--- src/include/cic_pkg.sv ---
// Constants shared by the core interrupt control block
package cic_pkg;

  // ****************************************
  // Data space layout
  // ****************************************
  localparam int unsigned   CIC_OFFSET_W      = 7;
  localparam int unsigned   CIC_ADDR_W        = 9;
  localparam logic [6:0]    CIC_BANK_TOP      = 7'h7F;
  localparam int unsigned   CIC_BANK_HI_BIT   = 6;
  localparam int unsigned   CIC_BANK_LO_BIT   = 5;
  localparam logic [8:0]    CIC_CORE_ADDR_B0  = 9'h00B;
  localparam logic [8:0]    CIC_CORE_ADDR_B1  = 9'h08B;
  localparam logic [8:0]    CIC_CORE_ADDR_B2  = 9'h10B;
  localparam logic [8:0]    CIC_CORE_ADDR_B3  = 9'h18B;
  localparam logic [8:0]    CIC_PFLAG_ADDR    = 9'h00C;
  localparam logic [8:0]    CIC_PEN_ADDR      = 9'h08C;

  // ****************************************
  // Core control register fields
  // ****************************************
  localparam int unsigned   CIC_GLOBAL_EN_BIT   = 7;
  localparam int unsigned   CIC_GROUP_EN_BIT    = 6;
  localparam int unsigned   CIC_TIMER0_EN_BIT   = 5;
  localparam int unsigned   CIC_EXTIE_BIT       = 4;
  localparam int unsigned   CIC_PCIE_BIT        = 3;
  localparam int unsigned   CIC_TIMER0_FLAG_BIT = 2;
  localparam int unsigned   CIC_EXTIF_BIT     = 1;
  localparam int unsigned   CIC_PCIF_BIT      = 0;

  // ****************************************
  // Peripheral enable and flag fields
  // ****************************************
  localparam int unsigned   CIC_PAR_PORT_BIT  = 7;
  localparam int unsigned   CIC_CONV_BIT      = 6;
  localparam int unsigned   CIC_SER_RX_BIT    = 5;
  localparam int unsigned   CIC_SER_TX_BIT    = 4;
  localparam int unsigned   CIC_SYNC_SER_BIT  = 3;
  localparam int unsigned   CIC_CAPCMP1_BIT   = 2;
  localparam int unsigned   CIC_TMR2_BIT      = 1;
  localparam int unsigned   CIC_TMR1_BIT      = 0;

  // ****************************************
  // Reset values
  // ****************************************
  localparam logic [7:0]    CIC_CORE_RST      = 8'h00;
  localparam logic [7:0]    CIC_PFLAG_RST     = 8'h00;
  localparam logic [7:0]    CIC_PEN_RST       = 8'h00;
  localparam logic [7:0]    CIC_RDATA_RST     = 8'h00;
  localparam logic [3:0]    CIC_PINS_RST      = 4'h0;

endpackage : cic_pkg

--- src/include/cic_evt_if.sv ---
// Pin event signals passed from the pin watcher to the control logic
`timescale 1ns/1ps
`default_nettype none

interface cic_evt_if;
  logic ext_edge;
  logic port_mismatch;

  modport src (output ext_edge, output port_mismatch);
  modport dst (input ext_edge, input port_mismatch);
endinterface : cic_evt_if

`default_nettype wire

--- src/design/cic_pin_watch.sv ---
// Pin synchronisers, external edge detect and upper port mismatch detect
`timescale 1ns/1ps
`default_nettype none

module cic_pin_watch
  import cic_pkg::*;
#(
  parameter int unsigned PORT_W = 4
)
(
  input  wire logic              clk,
  input  wire logic              nrst,
  input  wire logic              external_irq_pin,
  input  wire logic [PORT_W-1:0] upper_port_pins,
  input  wire logic              port_read,
  cic_evt_if.src                 evt
);

  // ****************************************
  // State
  // ****************************************
  logic              ext_s1;
  logic              ext_s2;
  logic              ext_prev;
  logic [PORT_W-1:0] port_s1;
  logic [PORT_W-1:0] port_s2;
  logic [PORT_W-1:0] port_ref;
  logic [PORT_W-1:0] next_port_ref;

  // Reference follows the pins only when software reads the port
  always_comb
  begin
    next_port_ref = port_ref;
    if (port_read)
    begin
      next_port_ref = port_s2;
    end
  end

  always_ff @(posedge clk or negedge nrst)
  begin
    if (!nrst)
    begin
      ext_s1   <= 1'b0;
      ext_s2   <= 1'b0;
      ext_prev <= 1'b0;
      port_s1  <= PORT_W'(CIC_PINS_RST);
      port_s2  <= PORT_W'(CIC_PINS_RST);
      port_ref <= PORT_W'(CIC_PINS_RST);
    end
    else
    begin
      ext_s1   <= external_irq_pin;
      ext_s2   <= ext_s1;
      ext_prev <= ext_s2;
      port_s1  <= upper_port_pins;
      port_s2  <= port_s1;
      port_ref <= next_port_ref;
    end
  end

  // ****************************************
  // Events
  // ****************************************
  assign evt.ext_edge      = ext_s2 & ~ext_prev;
  assign evt.port_mismatch = (port_s2 != port_ref);

endmodule : cic_pin_watch

`default_nettype wire

--- src/design/cic_core_irq.sv ---
// Core interrupt control registers and request to the processor core
`timescale 1ns/1ps
`default_nettype none

module cic_core_irq
  import cic_pkg::*;
#(
  parameter int unsigned PORT_W       = 4,
  parameter bit          HAS_PAR_PORT = 1'b1
)
(
  input  wire logic                    clk,
  input  wire logic                    nrst,
  input  wire logic                    warm_rst,
  input  wire logic [7:0]              status_reg,
  input  wire logic [CIC_OFFSET_W-1:0] addr_offset,
  input  wire logic                    rd_en,
  input  wire logic                    wr_en,
  input  wire logic [7:0]              wdata,
  input  wire logic                    timer0_overflow,
  input  wire logic [7:0]              periph_events,
  input  wire logic                    external_irq_pin,
  input  wire logic [PORT_W-1:0]       upper_port_pins,
  input  wire logic                    port_read,
  output var  logic [7:0]              rdata,
  output var  logic                    irq_request
);

  // ****************************************
  // Pin watcher
  // ****************************************
  cic_evt_if evt ();

  cic_pin_watch #(
    .PORT_W (PORT_W)
  ) u_pin_watch (
    .clk              (clk),
    .nrst             (nrst),
    .external_irq_pin (external_irq_pin),
    .upper_port_pins  (upper_port_pins),
    .port_read        (port_read),
    .evt              (evt.src)
  );

  // ****************************************
  // Registers and next values
  // ****************************************
  logic [7:0]            core_irq_control;
  logic [7:0]            peripheral_irq_flags;
  logic [7:0]            peripheral_irq_enables;
  logic [7:0]            next_core_irq_control;
  logic [7:0]            next_peripheral_irq_flags;
  logic [7:0]            next_peripheral_irq_enables;
  logic [7:0]            next_rdata;
  logic                  next_irq_request;
  logic [CIC_ADDR_W-1:0] full_addr;
  logic                  hit_core;
  logic                  hit_pflag;
  logic                  hit_pen;
  logic [7:0]            pen_mask;
  logic                  core_pending;
  logic                  periph_pending;

  // ****************************************
  // Address decode
  // ****************************************
  always_comb
  begin
    full_addr = {status_reg[CIC_BANK_HI_BIT], status_reg[CIC_BANK_LO_BIT],
                 addr_offset};
    hit_core  = (full_addr == CIC_CORE_ADDR_B0) ||
                (full_addr == CIC_CORE_ADDR_B1) ||
                (full_addr == CIC_CORE_ADDR_B2) ||
                (full_addr == CIC_CORE_ADDR_B3);
    hit_pflag = (full_addr == CIC_PFLAG_ADDR);
    hit_pen   = (full_addr == CIC_PEN_ADDR);
    pen_mask  = 8'hFF;
    if (!HAS_PAR_PORT)
    begin
      pen_mask[CIC_PAR_PORT_BIT] = 1'b0;
    end
  end

  // ****************************************
  // Core control register
  // ****************************************
  always_comb
  begin
    next_core_irq_control = core_irq_control;
    if (warm_rst)
    begin
      next_core_irq_control = CIC_CORE_RST;
      next_core_irq_control[CIC_PCIF_BIT] =
        core_irq_control[CIC_PCIF_BIT];
    end
    else
    begin
      if (wr_en && hit_core)
      begin
        next_core_irq_control = wdata;
      end
      if (timer0_overflow)
      begin
        next_core_irq_control[CIC_TIMER0_FLAG_BIT] = 1'b1;
      end
      if (evt.ext_edge)
      begin
        next_core_irq_control[CIC_EXTIF_BIT] = 1'b1;
      end
      if (evt.port_mismatch)
      begin
        next_core_irq_control[CIC_PCIF_BIT] = 1'b1;
      end
    end
  end

  // ****************************************
  // Peripheral flag and enable registers
  // ****************************************
  always_comb
  begin
    next_peripheral_irq_flags   = peripheral_irq_flags;
    next_peripheral_irq_enables = peripheral_irq_enables;
    if (warm_rst)
    begin
      next_peripheral_irq_flags   = CIC_PFLAG_RST;
      next_peripheral_irq_enables = CIC_PEN_RST;
    end
    else
    begin
      if (wr_en && hit_pflag)
      begin
        next_peripheral_irq_flags = wdata;
      end
      if (wr_en && hit_pen)
      begin
        next_peripheral_irq_enables = wdata & pen_mask;
      end
      next_peripheral_irq_flags =
        next_peripheral_irq_flags | periph_events;
    end
  end

  // ****************************************
  // Read data
  // ****************************************
  always_comb
  begin
    next_rdata = CIC_RDATA_RST;
    if (rd_en)
    begin
      if (hit_core)
      begin
        next_rdata = core_irq_control;
      end
      else if (hit_pflag)
      begin
        next_rdata = peripheral_irq_flags;
      end
      else if (hit_pen)
      begin
        next_rdata = peripheral_irq_enables;
      end
      else
      begin
        next_rdata = CIC_RDATA_RST;
      end
    end
  end

  // ****************************************
  // Request to the core
  // ****************************************
  always_comb
  begin
    core_pending     =
      (core_irq_control[CIC_TIMER0_EN_BIT] & core_irq_control[CIC_TIMER0_FLAG_BIT]) |
      (core_irq_control[CIC_EXTIE_BIT]     & core_irq_control[CIC_EXTIF_BIT])       |
      (core_irq_control[CIC_PCIE_BIT]      & core_irq_control[CIC_PCIF_BIT]);
    // Peripheral flags count only under the group enable
    periph_pending   = core_irq_control[CIC_GROUP_EN_BIT] &
      (|(peripheral_irq_enables & peripheral_irq_flags));
    next_irq_request = core_irq_control[CIC_GLOBAL_EN_BIT] &
      (core_pending | periph_pending);
  end

  // ****************************************
  // Register stage
  // ****************************************
  always_ff @(posedge clk or negedge nrst)
  begin
    if (!nrst)
    begin
      core_irq_control       <= CIC_CORE_RST;
      peripheral_irq_flags   <= CIC_PFLAG_RST;
      peripheral_irq_enables <= CIC_PEN_RST;
      rdata                  <= CIC_RDATA_RST;
      irq_request            <= 1'b0;
    end
    else
    begin
      core_irq_control       <= next_core_irq_control;
      peripheral_irq_flags   <= next_peripheral_irq_flags;
      peripheral_irq_enables <= next_peripheral_irq_enables;
      rdata                  <= next_rdata;
      irq_request            <= next_irq_request;
    end
  end

endmodule : cic_core_irq

`default_nettype wire

--- config.mk ---
export PLATFORM = sky130hd
export DESIGN_NAME = cic_core_irq
export DESIGN_NICKNAME = d
export VERILOG_FILES = /design/src/include/cic_pkg.sv /design/src/include/cic_evt_if.sv /design/src/design/cic_pin_watch.sv /design/src/design/cic_core_irq.sv
export SDC_FILE = /design/constraint.sdc
export NUM_CORES = 1
export LEC_CHECK = 0
export BUFFER_PORTS_ARGS = -buffer_cell sky130_fd_sc_hd__buf_2
export CAP_MARGIN = 20
export CORE_UTILIZATION = 47
export DETAILED_ROUTE_END_ITERATION = 6
export GPL_ROUTABILITY_DRIVEN = 0
export GPL_TIMING_DRIVEN = 0
export PLACE_DENSITY = 0.76
export SYNTH_ARGS = -nofsm -noshare
export SYNTH_HDL_FRONTEND = slang
export SYNTH_SLANG_ARGS = --single-unit
--- constraint.sdc ---
create_clock -name clk -period 1 [get_ports clk]
set_input_delay 0.2 -clock clk [delete_from_list [all_inputs] [get_ports clk]]
set_output_delay 0.2 -clock clk [all_outputs]
set_load 0.02 [all_outputs]
## Word-level counts from Yosys, hierarchy flattened

Index checks and enable logic that the tools add are counted.

- Equality and inequality tests: 7
- Multiplexer cells: 14
- Bitwise operators: 13
- Reduce and logical (&&, ||, !) cells: 13

Operators by type and width:

| operator | number |
|---|---|
| $mux W8 | 11 |
| $eq A9 B4 Y1 const B | 2 |
| $eq A9 B8 Y1 const B | 2 |
| $eq A9 B9 Y1 const B | 2 |
| $and A8 B8 Y8 | 1 |
| $or A8 B8 Y8 | 1 |
| $reduce_or A8 Y1 | 1 |
| $and A1 B1 Y1 | 6 |
| $reduce_bool A2 Y1 | 3 |
| $reduce_bool A3 Y1 | 2 |
| $ne A4 B4 Y1 | 1 |
| $logic_and A1 B1 Y1 | 3 |
| $logic_or A1 B1 Y1 | 3 |
| $mux W1 | 3 |
| $or A1 B1 Y1 | 3 |
| $not A1 Y1 | 2 |
| $reduce_and A2 Y1 | 1 |

- Bits in registers: 48
- Bits of input ports: 43
- Output and inout port bits: 9
- Logic and storage cells: 61

## Longest topological paths before layout

- Depth after elaboration: 8
- Gate-level depth with buffers: 5
- Gate-level depth less buffers: 4

## Modules after synthesis

Synthesis repeated with hierarchy kept, for this count alone.

- Cells, all modules: 209
- Area total of the unflattened synthesis: 2249.7 um^2

Modules (own cells, without submodules):

| module | times used | cells each | area an instance (um^2) | sequential area each (um^2) |
|---|---|---|---|---|
| cic_core_irq | 1 | 184 | 1781.7 | 825.8 |
| cic_pin_watch | 1 | 25 | 467.9 | 375.4 |

## Worst setup path before layout

Ideal clock, no wire load.

- Kind: in2reg
- Start: input addr_offset[5]
- End: register peripheral_irq_enables[0]
- Setup time: 0.132 ns
- Arrival: 1.599 ns
- Data required time: 0.868 ns
- Setup slack: -0.731 ns
- Stages on the path: 5
- Buffers on the path: 1
- Path through: or4b_4 > or4b_1 > buf_2 > mux2i_1 > nor2_1

- Longest elaborated chain between the ends: 3

Ends and longest elaborated chain:

| item | RTL line | RTL |
|---|---|---|
| from (decl) | cic_core_irq.sv:16 | `input wire logic [CIC_OFFSET_W-1:0] addr_offset,` |
| $eq A9 B8 Y1 | cic_core_irq.sv:76 | `hit_pen = (full_addr == CIC_PEN_ADDR);` |
| $logic_and A1 B1 Y1 | cic_core_irq.sv:135 | `if (wr_en && hit_pen)` |
| $reduce_bool A2 Y1 (no source line) | n/a |  |
| to (signal assigned) | cic_core_irq.sv:204 | `peripheral_irq_enables <= next_peripheral_irq_enables;` |
| to (decl) | cic_core_irq.sv:50 | `logic [7:0] peripheral_irq_enables;` |

No other way between the ends.
A chain may end at the register's enable or synchronous reset.

## Worst setup path in the final report

- Start: input addr_offset[5]
- End: register peripheral_irq_enables[2]

The elaborated chain is that of the path after synthesis.

==> impl_results.md <==
- Netlist area before placement: 2044 µm²
- Number of top-level pins: 52
- Cell area power density: 1377 nW/µm²
- Sequential element share of the synthesized area: 0.5875
- Clock tree root driver cell: sky130_fd_sc_hd__clkbuf_8
- Worst r2r path cells: 3
- Port Buffer Count: 43
- Number of antenna violations at the first check in global routing: 0
- Leakage dissipation: 1.317 nW
- Data arrival at the endpoint of the critical path: 1.72 ns
- Synth area leader: sky130_fd_sc_hd__dfrtp_1
- Total power of the final layout: 3.917 mW
- Core area: 4086 µm²
- Most common cell in the netlist: sky130_fd_sc_hd__dfrtp_1
- Final Non-Filler Cells: 284
- Total congestion overflow after global routing: 0
- Highest clock frequency the design can meet: 0.6462 GHz
- Die area: 4618 µm²
- Final Setup Violations: 41
- Element type at the critical path end: flip-flop
- Most frequently used flop master after synthesis: sky130_fd_sc_hd__dfrtp_1
- Synth cell types: 26
- Worst max-slew margin expressed relative to the limit: 0.6555
- Placement-stage cell area: 2349 µm²
- Required time worst endpoint: 1.17 ns
- Antenna cells: 0
- Detail Placement HPWL: 2695 µm
- Path category of the worst min-delay check: input pin to flip-flop
- Synth Net Count: 206
- Worst slack on hold paths: 0.1166 ns
- Final setup skew: 0.006462 ns
- Gate power share: 0.091
- Average wire per standard cell: 16.01 µm
- Number of nets with antenna violations after detailed routing: 0
- Mean instance size in the synthesized netlist: 12.54 µm²
- CTS tree: yes
- Layout Cell Area excl Fill: 2844 µm²
- Number of synthesis warnings: 0
- Synthesized instance count: 163
- Worst-case vdd ir drop: 0.001015 V
- Pin count of the biggest net entering global routing: 49
- Wire length of the first global-routing pass: 7038 µm
- Cell types with the highest counts after synthesis: sky130_fd_sc_hd__dfrtp_1 (48), sky130_fd_sc_hd__mux2i_1 (23), sky130_fd_sc_hd__nor2_1 (14), sky130_fd_sc_hd__a22oi_1 (13), sky130_fd_sc_hd__mux2_2 (12)
- Post-synthesis register bit count: 48
- Total number of H-tree levels: 2
- Power spent charging and discharging nets: 841.3 µW
- PnR worst setup slack: -0.5475 ns
- Clock period minus worst slack: 1.547 ns
- Maximum fanout count along the critical path: 8
- Count of clock tree sinks: 48
- Dominant cells by area after synthesis: sky130_fd_sc_hd__dfrtp_1 (59%), sky130_fd_sc_hd__mux2i_1 (11%), sky130_fd_sc_hd__mux2_2 (6.6%), sky130_fd_sc_hd__a22oi_1 (4.8%), sky130_fd_sc_hd__nor2_1 (2.6%)
- Share of the synthesized area in the top cell type: 0.5875
- Share of the clock period used by the worst path: 1.547
- EDFF count, synth: 0
- Failing checks: setup timing
- Maximum capacitance violations: 0
- Cell internal pwr: 3.076 mW
- Share of power burned in registers: 0.524
- DRT Wirelength: 4546 µm
- Share of synthesized registers carrying an async set or reset: 1.000
- Number of slew-limit violations in the final report: 0
- CTS Buffer Depth: 2
- Initial detailed-routing violation count: 77
- RSZ-0062 raised after global routing: true
- Chip width: 67.96 µm
- Depth of the worst hold-timing path: 3
- 1st-pass router iterations: 4
- Number of core rows: 23
- Count of endpoints failing hold in the final timing report: 0
- Fraction of final layout cells with drive strength greater than 1: 0.4274
- Run status: complete, but fails checks
- Actual slew at the worst max-slew pin: 0.5168 ns
- Detailed-route vias per instance: 5.356
- Inst Count DP: 256
- Global-route usage over all layers: 0.2161
- Relative area change from synthesis to final layout: 39.11%
- Crit Path Class: input pin to flip-flop
- Total clock buffers created by CTS: 5
- Number of nets in the final layout: 276
- Number of global-route vias before repair: 1,512
- Fraction of power spent switching nets: 0.2148
- Critical path launch point type: input pin
- Routed vias: 1,521
- Number of DRC violations after detailed routing: 0
- Accumulated negative setup slack: -13.11 ns
- Die span in y: 67.96 µm
- Clock share of power: 0.385
- Initial Util: 0.5003
- Insertion delay to the later sink of the worst-skew pair: 0.30 ns
- Clk pin slew, worst setup/hold paths: 0.09 ns
## area by class of cell
cell class / count / area [µm²]
plain buffers: 4 / 16.27
repair buffers: 64 / 505.5
clock inverters: 1 / 30.03
flip-flops and latches: 48 / 1201
inverters: 10 / 37.54
clock buffers: 7 / 96.34
fillers: 295 / 1242
multi-input cells: 100 / 894.6
well taps: 50 / 62.56
## worst paths after layout
path                                                        start                                    end  slack (ns)
worst max-delay path                               addr_offset[5]  peripheral_irq_enables[2]$_DFFE_PN0P_       -0.55
worst min-delay path                             periph_events[5]      peripheral_irq_flags[5]$_DFF_PN0_        0.12
worst max register to register  peripheral_irq_flags[7]$_DFF_PN0_                     rdata[7]$_DFF_PN0_       -0.06
worst min register to register   u_pin_watch.port_s1[1]$_DFF_PN0_       u_pin_watch.port_s2[1]$_DFF_PN0_        0.35
max in group asynchronous                                    nrst           u_pin_watch.ext_s2$_DFF_PN0_        0.29
min in group asynchronous                                    nrst      peripheral_irq_flags[6]$_DFF_PN0_        0.26
## cells by family (layout without fill, tap and decap cells)
group                     count (synthesis)  count (layout)  share of synthesized area
xor gates and xnor gates                  4               4                    0.01713
muxes                                    35              35                     0.1787
buffers and inverters                    15              86                    0.02815
AOI/OAI and AO/OA                        26              26                    0.08446
and+or+nand+nor                          35              35                     0.1040
DFF                                      48              48                     0.5875
## state kept, by name (all words and copies together), names as in the netlist
register / cells
core_irq_control: 8
u_pin_watch.ext_s2: 1
peripheral_irq_enables: 8
rdata: 8
u_pin_watch.port_s2: 4
u_pin_watch.port_ref: 4
peripheral_irq_flags: 8
irq_request: 1
u_pin_watch.port_s1: 4
u_pin_watch.ext_prev: 1
u_pin_watch.ext_s1: 1
## through the flow
| stage | utilization | worst slack, ns |
|---|---|---|
| finish | 0.6960 | -0.5475 |
| global route | 0.6960 | -0.5736 |
| CTS | 0.6736 | -0.5437 |
| detailed placement | 0.5747 | -1.067 |
| global placement | 0.5747 | -1.008 |
| floorplan | - | -0.7095 |
## critical path, cell delays in order
cell                      delay, ns
sky130_fd_sc_hd__buf_6         0.09
sky130_fd_sc_hd__or4b_4        0.55
sky130_fd_sc_hd__or4b_4        0.62
sky130_fd_sc_hd__mux2i_1       0.20
sky130_fd_sc_hd__nor2_1        0.06
## repair_timing
| item | CTS | global route |
|---|---|---|
| resized for setup | 35 | 7 |
| setup buffers | 10 | 4 |
| setup endpoints to repair | 42 | 42 |
| pin swaps | 6 | 12 |
| hold buffers | 5 | 1 |
| hold endpoints to repair | 5 | 48 |
## cell usage in the layout (no fill, tap or decap), drive strengths merged
cell type / instances
nand2b: 1
or3: 1
dlygate4sd3: 6
nand2: 1
nor2: 15
inv: 10
bufinv: 1
clkbuf: 10
dfrtp: 48
a21boi: 1
mux2i: 23
nand4bb: 1
or4b: 2
nor3: 2
nor4: 1
nor2b: 8
o21bai: 1
a22oi: 13
nand4: 2
a21oi: 10
xnor2: 4
mux2: 12
a222oi: 1
buf: 59
nand4b: 1
## power by group through the flow
stage          Combinational, mW  Sequential [mW]  Clock, mW
3_3_place_gp               0.279             2.09          0
2_1_floorplan              0.140             2.08          0
5_1_grt                    0.392             2.06       1.62
6_report                   0.357             2.05       1.51
4_1_cts                    0.325             2.05       1.53
3_5_place_dp               0.286             2.09          0
## routing by layer
| metal | vias to the layer above | GRT usage | part of all wire |
|---|---|---|---|
| li1 | 712 | - | - |
| met3 | 10 | 0.04833 | 0.042 |
| met5 | - | 0 | 0 |
| met4 | 0 | 0.1276 | 0.021 |
| met2 | 46 | 0.3529 | 0.51 |
| met1 | 753 | 0.2601 | 0.43 |
No activity file was read; power rests on OpenSTA's default activity.
